==> src/logic/mbdos_defines.svh <==
// Register map, field positions, codes and reset values of the data operand block
`ifndef MBDOS_DEFINES_SVH
`define MBDOS_DEFINES_SVH
`define MBDOS_OFF_INSTR  8'h00
`define MBDOS_OFF_XDAT   8'h04
`define MBDOS_OFF_YDAT   8'h08
`define MBDOS_OFF_MDAT   8'h0C
`define MBDOS_OFF_FIXP   8'h10
`define MBDOS_OFF_CTRL   8'h14
`define MBDOS_OFF_STS    8'h18
`define MBDOS_OFF_MASK   8'h1C
`define MBDOS_OFF_EXEC   8'h20
`define MBDOS_INSTR_W    13
`define MBDOS_INSTR_RST  13'h0000
`define MBDOS_POL_BIT    8
`define MBDOS_SRC_HI     7
`define MBDOS_SRC_LO     6
`define MBDOS_TRN_HI     5
`define MBDOS_TRN_LO     4
`define MBDOS_OP_HI      3
`define MBDOS_OP_LO      0
`define MBDOS_CTRL_BAM   0
`define MBDOS_CTRL_ADIR  1
`define MBDOS_CTRL_DATA_MASK_DISABLE 2
`define MBDOS_CTRL_BUSY  3
`define MBDOS_CTRL_RST   3'h0
`define MBDOS_STS_DONE   0
`define MBDOS_STS_FAIL   1
`define MBDOS_STS_RST    2'h0
`define MBDOS_SRC_X      2'h0
`define MBDOS_SRC_Y      2'h1
`define MBDOS_SRC_M      2'h2
`define MBDOS_SRC_FP     2'h3
`define MBDOS_OP_CHECK_READ    4'h0
`define MBDOS_OP_SAVERD  4'h2
`define MBDOS_OP_WAITRU  4'h3
`define MBDOS_OP_LOOPL   4'h4
`define MBDOS_OP_LOOPLAH 4'h6
`define MBDOS_OP_PCHKCE  4'hC
`define MBDOS_OP_PCHKUE  4'hD
`define MBDOS_OP_XOR_DATA    4'hE
`endif

==> src/logic/mbdos_pkg.sv <==
// Types shared by the data operand block
package mbdos_pkg;
    typedef enum logic [0:0] {
        MBDOS_ST_IDLE = 1'b0,
        MBDOS_ST_WAIT = 1'b1
    } mbdos_state_e;
    typedef enum logic [1:0] {
        MBDOS_TR_NONE  = 2'b00,
        MBDOS_TR_READ  = 2'b01,
        MBDOS_TR_WRITE = 2'b10,
        MBDOS_TR_RDWR  = 2'b11
    } mbdos_transaction_type_e;
endpackage

==> src/logic/mbdos_top.sv <==
// Data operand stage of a memory self-test controller with APB registers
// Behaviour
// - Polarity bit 8 selects plain source value when clear, inverse when set.
// - Read returns are compared against the source, plain or inverted per polarity.
// - Write data is the source value, plain or inverted per polarity.
// - Read-and-write compares with polarity, writes with opposite polarity.
// - Other transaction types use unmodified polarity for read and write.
// - Polarity ignored when read data is saved into X, Y or mask.
// - Protection check operations use polarity to pick the examined bit.
// - Bitmap mode, check or xor op, fixed pattern: address direction replaces polarity.
// - Source field 7:6 picks X, Y, mask, else fixed pattern.
// - Transaction field 5:4: none, read, write, read then write.
// - Check-read mismatch sets the test fail flag.
//
// Design decisions made here: the APB register port and the placing of the registers.
`timescale 1ns/1ps
`default_nettype none
`include "mbdos_defines.svh"
module mbdos_top import mbdos_pkg::*; #(
    parameter int DW = 32,
    parameter int AW = 8
) (
    input  wire logic          clk,
    input  wire logic          rst_n,
    input  wire logic          psel,
    input  wire logic          penable,
    input  wire logic          pwrite,
    input  wire logic [AW-1:0] paddr,
    input  wire logic [31:0]   pwdata,
    output logic      [31:0]   prdata,
    output logic               pready,
    output logic               pslverr,
    output logic               irq,
    output logic               mem_re,
    output logic               mem_we,
    output logic      [DW-1:0] mem_wdata,
    input  wire logic          mem_rvalid,
    input  wire logic [DW-1:0] mem_rdata
);
    mbdos_state_e st_q, st_d;
    logic [`MBDOS_INSTR_W-1:0] instr_q, instr_d;
    logic [DW-1:0] x_q, x_d, y_q, y_d, m_q, m_d, fp_q, fp_d, wdat_q, wdat_d;
    logic [2:0]  ctrl_q, ctrl_d;
    logic [1:0]  sts_q, sts_d, mask_q, mask_d, sts_set;
    logic        re_q, re_d, we_q, we_d;
    logic        wr_en, rd_en, hit, ovr, eff_pol, rd_pol, wr_pol, chk_fail, exec;
    logic [1:0]  src;
    logic [3:0]  op;
    logic [7:0]  a8;
    mbdos_transaction_type_e trn;
    logic [DW-1:0] rd_val, wr_val, ign;

    // Instruction fields
    assign src = instr_q[`MBDOS_SRC_HI:`MBDOS_SRC_LO];
    assign op  = instr_q[`MBDOS_OP_HI:`MBDOS_OP_LO];
    assign trn = mbdos_transaction_type_e'(instr_q[`MBDOS_TRN_HI:`MBDOS_TRN_LO]);
    assign a8  = 8'(paddr);

    // Effective polarity for compare and write
    always_comb begin
        ovr = ctrl_q[`MBDOS_CTRL_BAM] && (op == `MBDOS_OP_CHECK_READ || op == `MBDOS_OP_XOR_DATA)
              && src == `MBDOS_SRC_FP;
        eff_pol = ovr ? ctrl_q[`MBDOS_CTRL_ADIR] : instr_q[`MBDOS_POL_BIT];
        rd_pol  = eff_pol;
        wr_pol  = (trn == MBDOS_TR_RDWR) ? ~eff_pol : eff_pol;
    end

    // Mask bits drop out of the compare unless masking is disabled
    assign ign = ctrl_q[`MBDOS_CTRL_DATA_MASK_DISABLE] ? '0 : m_q;

    mbdos_src_sel #(.DW(DW)) u_src (
        .clk                (clk),
        .rst_n              (rst_n),
        .data_source_select (src),
        .x_data             (x_q),
        .y_data             (y_q),
        .mask_data          (m_q),
        .fixed_pattern      (fp_q),
        .rd_pol             (rd_pol),
        .wr_pol             (wr_pol),
        .rd_value           (rd_val),
        .wr_value           (wr_val)
    );

    mbdos_rd_check #(.DW(DW)) u_chk (
        .clk            (clk),
        .rst_n          (rst_n),
        .operation_code (op),
        .test_read_data (mem_rdata),
        .expect_value   (rd_val),
        .ignore_bits    (ign),
        .data_polarity  (instr_q[`MBDOS_POL_BIT]),
        .check_fail     (chk_fail)
    );

    // APB decode, zero wait states
    always_comb begin
        wr_en = psel && penable && pwrite;
        rd_en = psel && penable && !pwrite;
        hit   = (a8 <= `MBDOS_OFF_EXEC) && (a8[1:0] == 2'b00);
        exec  = wr_en && a8 == `MBDOS_OFF_EXEC && pwdata[0] && st_q == MBDOS_ST_IDLE;
    end
    assign pready  = 1'b1;
    assign pslverr = psel && penable && !hit;

    // Read mux
    always_comb begin
        prdata = 32'h0000_0000;
        if (rd_en) begin
            unique case (a8)
                `MBDOS_OFF_INSTR: prdata = 32'(instr_q);
                `MBDOS_OFF_XDAT:  prdata = 32'(x_q);
                `MBDOS_OFF_YDAT:  prdata = 32'(y_q);
                `MBDOS_OFF_MDAT:  prdata = 32'(m_q);
                `MBDOS_OFF_FIXP:  prdata = 32'(fp_q);
                `MBDOS_OFF_CTRL:  prdata = 32'({st_q == MBDOS_ST_WAIT, ctrl_q});
                `MBDOS_OFF_STS:   prdata = 32'(sts_q);
                `MBDOS_OFF_MASK:  prdata = 32'(mask_q);
                default:          prdata = 32'h0000_0000;
            endcase
        end
    end

    // Next state: registers, sequencer, memory strobes, status
    always_comb begin
        st_d    = st_q;
        instr_d = instr_q;
        x_d     = x_q;
        y_d     = y_q;
        m_d     = m_q;
        fp_d    = fp_q;
        ctrl_d  = ctrl_q;
        mask_d  = mask_q;
        wdat_d  = wdat_q;
        re_d    = 1'b0;
        we_d    = 1'b0;
        sts_set = 2'b00;
        // Register writes; instruction locked while busy
        if (wr_en) begin
            unique case (a8)
                `MBDOS_OFF_INSTR: if (st_q == MBDOS_ST_IDLE) instr_d = pwdata[`MBDOS_INSTR_W-1:0];
                `MBDOS_OFF_XDAT:  x_d    = DW'(pwdata);
                `MBDOS_OFF_YDAT:  y_d    = DW'(pwdata);
                `MBDOS_OFF_MDAT:  m_d    = DW'(pwdata);
                `MBDOS_OFF_FIXP:  fp_d   = DW'(pwdata);
                `MBDOS_OFF_CTRL:  ctrl_d = pwdata[2:0];
                `MBDOS_OFF_MASK:  mask_d = pwdata[1:0];
                default: ;
            endcase
        end
        // Sequencer: start on execute, finish on read return
        unique case (st_q)
            MBDOS_ST_IDLE: begin
                if (exec) begin
                    // Writes issue at once, reads wait for the return
                    unique case (trn)
                        MBDOS_TR_NONE: sts_set[`MBDOS_STS_DONE] = 1'b1;
                        MBDOS_TR_WRITE: begin
                            we_d   = 1'b1;
                            wdat_d = wr_val;
                            sts_set[`MBDOS_STS_DONE] = 1'b1;
                        end
                        default: begin
                            re_d = 1'b1;
                            st_d = MBDOS_ST_WAIT;
                        end
                    endcase
                end
            end
            MBDOS_ST_WAIT: begin
                if (mem_rvalid) begin
                    if (op == `MBDOS_OP_SAVERD || op == `MBDOS_OP_WAITRU) begin
                        // Raw data stored, polarity not applied
                        unique case (src)
                            `MBDOS_SRC_X: x_d = mem_rdata;
                            `MBDOS_SRC_Y: y_d = mem_rdata;
                            `MBDOS_SRC_M: m_d = mem_rdata;
                            default: ;
                        endcase
                    end
                    sts_set[`MBDOS_STS_FAIL] = chk_fail;
                    if (trn == MBDOS_TR_RDWR) begin
                        we_d   = 1'b1;
                        wdat_d = wr_val;
                    end
                    sts_set[`MBDOS_STS_DONE] = 1'b1;
                    st_d = MBDOS_ST_IDLE;
                end
            end
        endcase
        // Set wins over write-one-to-clear
        sts_d = sts_q & ~((wr_en && a8 == `MBDOS_OFF_STS) ? pwdata[1:0] : 2'b00);
        sts_d = sts_d | sts_set;
    end

    // State registers
    always_ff @(posedge clk or negedge rst_n) begin
        if (!rst_n) begin
            st_q    <= MBDOS_ST_IDLE;
            instr_q <= `MBDOS_INSTR_RST;
            x_q     <= '0;
            y_q     <= '0;
            m_q     <= '0;
            fp_q    <= '0;
            wdat_q  <= '0;
            ctrl_q  <= `MBDOS_CTRL_RST;
            sts_q   <= `MBDOS_STS_RST;
            mask_q  <= 2'h0;
            re_q    <= 1'b0;
            we_q    <= 1'b0;
        end else begin
            st_q    <= st_d;
            instr_q <= instr_d;
            x_q     <= x_d;
            y_q     <= y_d;
            m_q     <= m_d;
            fp_q    <= fp_d;
            wdat_q  <= wdat_d;
            ctrl_q  <= ctrl_d;
            sts_q   <= sts_d;
            mask_q  <= mask_d;
            re_q    <= re_d;
            we_q    <= we_d;
        end
    end

    // Outputs
    assign mem_re    = re_q;
    assign mem_we    = we_q;
    assign mem_wdata = wdat_q;
    assign irq       = |(sts_q & mask_q);
endmodule
`default_nettype wire

==> src/logic/mbdos_src_sel.sv <==
// Data source multiplexer with read and write polarity
`timescale 1ns/1ps
`default_nettype none
`include "mbdos_defines.svh"
module mbdos_src_sel import mbdos_pkg::*; #(
    parameter int DW = 32
) (
    input  wire logic          clk,
    input  wire logic          rst_n,
    input  wire logic [1:0]    data_source_select,
    input  wire logic [DW-1:0] x_data,
    input  wire logic [DW-1:0] y_data,
    input  wire logic [DW-1:0] mask_data,
    input  wire logic [DW-1:0] fixed_pattern,
    input  wire logic          rd_pol,
    input  wire logic          wr_pol,
    output logic      [DW-1:0] rd_value,
    output logic      [DW-1:0] wr_value
);
    logic [DW-1:0] plain;

    // Source pick by two-bit select
    function automatic logic [DW-1:0] pick(input logic [1:0] s, input logic [DW-1:0] a,
                                           input logic [DW-1:0] b, input logic [DW-1:0] c,
                                           input logic [DW-1:0] d);
        unique case (s)
            `MBDOS_SRC_X: pick = a;
            `MBDOS_SRC_Y: pick = b;
            `MBDOS_SRC_M: pick = c;
            default:      pick = d;
        endcase
    endfunction

    // Full width complement when polarity set
    always_comb begin
        plain    = pick(data_source_select, x_data, y_data, mask_data, fixed_pattern);
        rd_value = rd_pol ? ~plain : plain;
        wr_value = wr_pol ? ~plain : plain;
    end
endmodule
`default_nettype wire

==> src/logic/mbdos_rd_check.sv <==
// Read data comparison and protection check
`timescale 1ns/1ps
`default_nettype none
`include "mbdos_defines.svh"
module mbdos_rd_check import mbdos_pkg::*; #(
    parameter int DW = 32
) (
    input  wire logic          clk,
    input  wire logic          rst_n,
    input  wire logic [3:0]    operation_code,
    input  wire logic [DW-1:0] test_read_data,
    input  wire logic [DW-1:0] expect_value,
    input  wire logic [DW-1:0] ignore_bits,
    input  wire logic          data_polarity,
    output logic               check_fail
);
    logic mismatch;
    logic pchk_hit;

    // Operations that compare read data
    function automatic logic is_check(input logic [3:0] op);
        is_check = (op == `MBDOS_OP_CHECK_READ) || (op >= `MBDOS_OP_LOOPL && op <= `MBDOS_OP_LOOPLAH);
    endfunction

    // Compare and error flag pick
    always_comb begin
        mismatch   = |((test_read_data ^ expect_value) & ~ignore_bits);
        pchk_hit   = test_read_data[data_polarity];
        check_fail = (is_check(operation_code) && mismatch)
                   || ((operation_code == `MBDOS_OP_PCHKCE || operation_code == `MBDOS_OP_PCHKUE) && pchk_hit);
    end
endmodule
`default_nettype wire

==> config.mk <==
export PLATFORM = sky130hd
export DESIGN_NAME = mbdos_top
export DESIGN_NICKNAME = d
export VERILOG_FILES = /design/src/logic/mbdos_pkg.sv /design/src/logic/mbdos_top.sv /design/src/logic/mbdos_src_sel.sv /design/src/logic/mbdos_rd_check.sv
export VERILOG_INCLUDE_DIRS = /design/src /design/src/logic
export SDC_FILE = /design/constraint.sdc
export NUM_CORES = 1
export LEC_CHECK = 0
export ABC_AREA = 1
export BUFFER_PORTS_ARGS = -buffer_cell sky130_fd_sc_hd__buf_2
export CELL_PAD_IN_SITES_DETAIL_PLACEMENT = 1
export CELL_PAD_IN_SITES_GLOBAL_PLACEMENT = 1
export CORE_AREA = 4 4 146 184
export DETAILED_ROUTE_END_ITERATION = 7
export DIE_AREA = 0 0 150 188
export PLACE_DENSITY_LB_ADDON = 0.25
export SETUP_SLACK_MARGIN = 0.3
export SYNTH_ARGS = -nofsm -noshare
export SYNTH_HDL_FRONTEND = slang
export SYNTH_SLANG_ARGS = --single-unit
==> constraint.sdc <==
create_clock -name clk -period 5 [get_ports clk]
set_input_delay 1 -clock clk [delete_from_list [all_inputs] [get_ports clk]]
set_output_delay 1 -clock clk [all_outputs]
set_load 0.01 [all_outputs]
==> impl_metrics.csv <==
group,metric,value,unit
floorplan,die_w,150,microns
floorplan,die_h,188,microns
timing,tns,0,ps
floorplan,dieArea,0.0282,sq mm
drt,ant_nets,0,
clocking,cts_tree,"built",
clocking,hold_buffers,0,
setup_path,crit_fanout,21,
placement,dpl_cell_area,0.0124,sq mm
logic_synthesis,ys_types,35,
global_route,grt_pass1_wl,68700,microns
setup_path,required,4000,ps
logic_synthesis,netlist_area,0.0114,sq mm
setup_path,crit_chain,"buf_2 -> or2_1 -> nor3_2 -> nand2_1 -> clkinv_1 -> buf_4 -> nand2_1 -> a31oi_1 -> buf_2",
logic_synthesis,synthCells,1615,
setup_path,critPathKind,"in -> out",
clocking,clk_latency,450,ps
setup_path,crit_end,"prdata[8]",
logic_synthesis,yosysTopAreaCellShare,40.2,%
logic_synthesis,synth_edf_count,0,
logic_synthesis,synth_warnings,0,
timing,max_freq,0.241,GHz
logic_synthesis,synthTopCellsByCount,"nand2_1, dfrtp_1, nand3_1, o21ai_0, inv_1",
floorplan,rows,65,
timing,slew_headroom,26.3,%
setup_path,start_kind,"primary input",
logic_synthesis,synth_most_common_cell,"nand2_1",
logic_synthesis,synth_seq_area_share,40.2,%
drt,viasPerCell,5.97,
pwr,powerDensity,248,mW/mm^2
placement,place_ws,860,ps
run_status,status,"completed",
setup_path,crit_buf_inv,4,
layout,fin_area,0.0130,sq mm
global_route,antenna_found_initial,1,
setup_path,startpoint,"paddr[1]",
setup_path,endpoint_kind,"output port",
drt,routedWlPerCell,21.0,microns
logic_synthesis,syn_area_per_cell,7.06,sq um
clocking,h-tree-depth,4,
setup_path,reg2reg_from,"instr_q[6]",
logic_synthesis,synth_nets,1693,
layout,fill_cells,3354,
setup_path,crit_family,"buffers and inverters",
timing,whs,480,ps
timing,finalMaxSlewViolations,0,
worst_hold_path,hp-class,"reg -> reg",
clocking,clk_pin_slew_worst_paths,60,ps
setup_path,path_depth,9,
flow_run,maxCapViolations,0,
timing,setup_violations,0,
logic_synthesis,async_flop_share,100,%
clocking,clockBufferDepth,2,
drt,first_pass_iters,5,
clocking,numCtsBuffers,17,
clocking,clock_sinks,183,
setup_path,r2r_cells,18,
clocking,post_cts_buffers,0,
layout,fin_nets,1790,
logic_synthesis,yosys-top-cells-area,"dfrtp_1, nand2_1, nand3_1",
setup_path,critPathMaxStageDelay,850,ps
global_route,grt_overflow,0,
setup_path,r2r_slack,1630,ps
drt,vias,12300,
layout,syn2layout_area_growth,14.3,%
timing,finClkSkew,12.8,ps
timing,rsz0062_at_grt,"no",
drt,drc_errors,0,
timing,timing.final.ws_setup,853,ps
global_route,track_usage,30.9,%
pwr,finalPower,3.23,mW
placement,hpwl,29400,microns
logic_synthesis,synth-seq-cells,183,
pwr,power.leakage,6.42,nW
setup_path,r2r-end,"sts_q[1]",
timing,period_needed,4150,ps
global_route,grt_max_degree,86,
clocking,cts_resized,0,
logic_synthesis,synth-main-ff-cell,"dfrtp_1",
layout,drive_gt1_share,14.2,%
timing,worstMarginPinSlew,1100,ps
drt,drt_iter0_drc,938,
global_route,grt_pass1_vias,12700,
drt,wl,43300,microns
placement,gp_congestion,0.889,
logic_synthesis,yosysTopAreaCell,"dfrtp_1",
clocking,cts_root_buf,"clkbuf_16",
setup_path,worstPathArrival,3150,ps
timing,finalHoldViolations,0,
floorplan,core,0.0250,sq mm
placement,portBuffers,145,
timing,min_period_over_period,82.9,%
setup_path,cp_slowest_cell,"clkinv_1",
pwr,vdd_drop_max,0.246,mV
floorplan,io-pin-count,147,
floorplan,start_util,45.5,%
-- worst min-delay path by stage --
stage | startpoint | endpoint | depth (start not counted)
after floorplan | fp_q[0] | fp_q[0] | 2
after global placement | mem_wdata[11] | mem_wdata[11] | 2
after detailed placement | mem_wdata[19] | mem_wdata[19] | 2
after CTS | mem_wdata[19] | mem_wdata[19] | 2
after global routing | mem_wdata[19] | mem_wdata[19] | 2
final | mem_wdata[19] | mem_wdata[19] | 2
-- flip-flops by register name, summed over array words and instances (netlist names), 2 cells and up --
signal     flops
x_q           32
sts_q          2
instr_q       13
mask_q         2
m_q           32
fp_q          32
ctrl_q         3
mem_wdata     32
y_q           32
-- area by class of cell --
type	instances	area (sq um)	area share, %
clock buffer	20	457	3.50
tap	335	419	3.22
sequential	183	4580	35.1
multi-input combinational	1185	5880	45.1
inverter	148	556	4.26
antenna	1	2.50	0.0192
clock inverter	11	149	1.14
timing repair buffer	177	987	7.57
-- where the power goes --
| part | switching, mW | internal [mW] | total [mW] |
|---|---|---|---|
| sequential | 0.0147 | 1.50 | 1.51 |
| clock | 0.619 | 0.812 | 1.43 |
| combinational | 0.201 | 0.0820 | 0.283 |
-- layout by cell type, fill, tap and decap left out, drive strengths merged, types with 36 or more instances in the layout --
master	n
dfrtp	183
o22ai	36
a21oi	36
nor2	67
o211ai	66
nand3	177
buf	176
a31oi	36
inv	146
o21ai	164
nand2	497
-- metal layers --
metal  up-vias  track usage, %  wire length, microns
met1      6096            40.3                 18100
met5         -               0                     0
li1       5584               -                     -
met3       120            4.42                  2960
met4         0            12.3                  1450
met2       504            51.6                 20700
-- worst min-delay path: stages (launching register included) --
cell and delay [ps]:
dfrtp_1 340, nand2_1 50, o21ai_0 60
-- cell families (layout without fill, tap and decap cells) --
family | count (synthesis) | in the layout | synth area share (%)
AND/OR/NAND/NOR | 780 | 780 | 28.8
AO/OA/AOI/OAI | 357 | 357 | 18.5
buffers and inverters | 247 | 356 | 8.57
flip-flops | 183 | 183 | 40.2
XOR/XNOR | 32 | 32 | 2.46
multiplexers | 15 | 15 | 1.48
other | 1 | 2 | 0.0329
-- stage by stage --
step	std cells	util, %
finish	2060	52.0
global route	2060	52.0
CTS	2059	52.0
detailed placement	2028	49.6
global placement	2028	49.6
floorplan	1615	-
No activity file was read; power rests on OpenSTA's default activity.
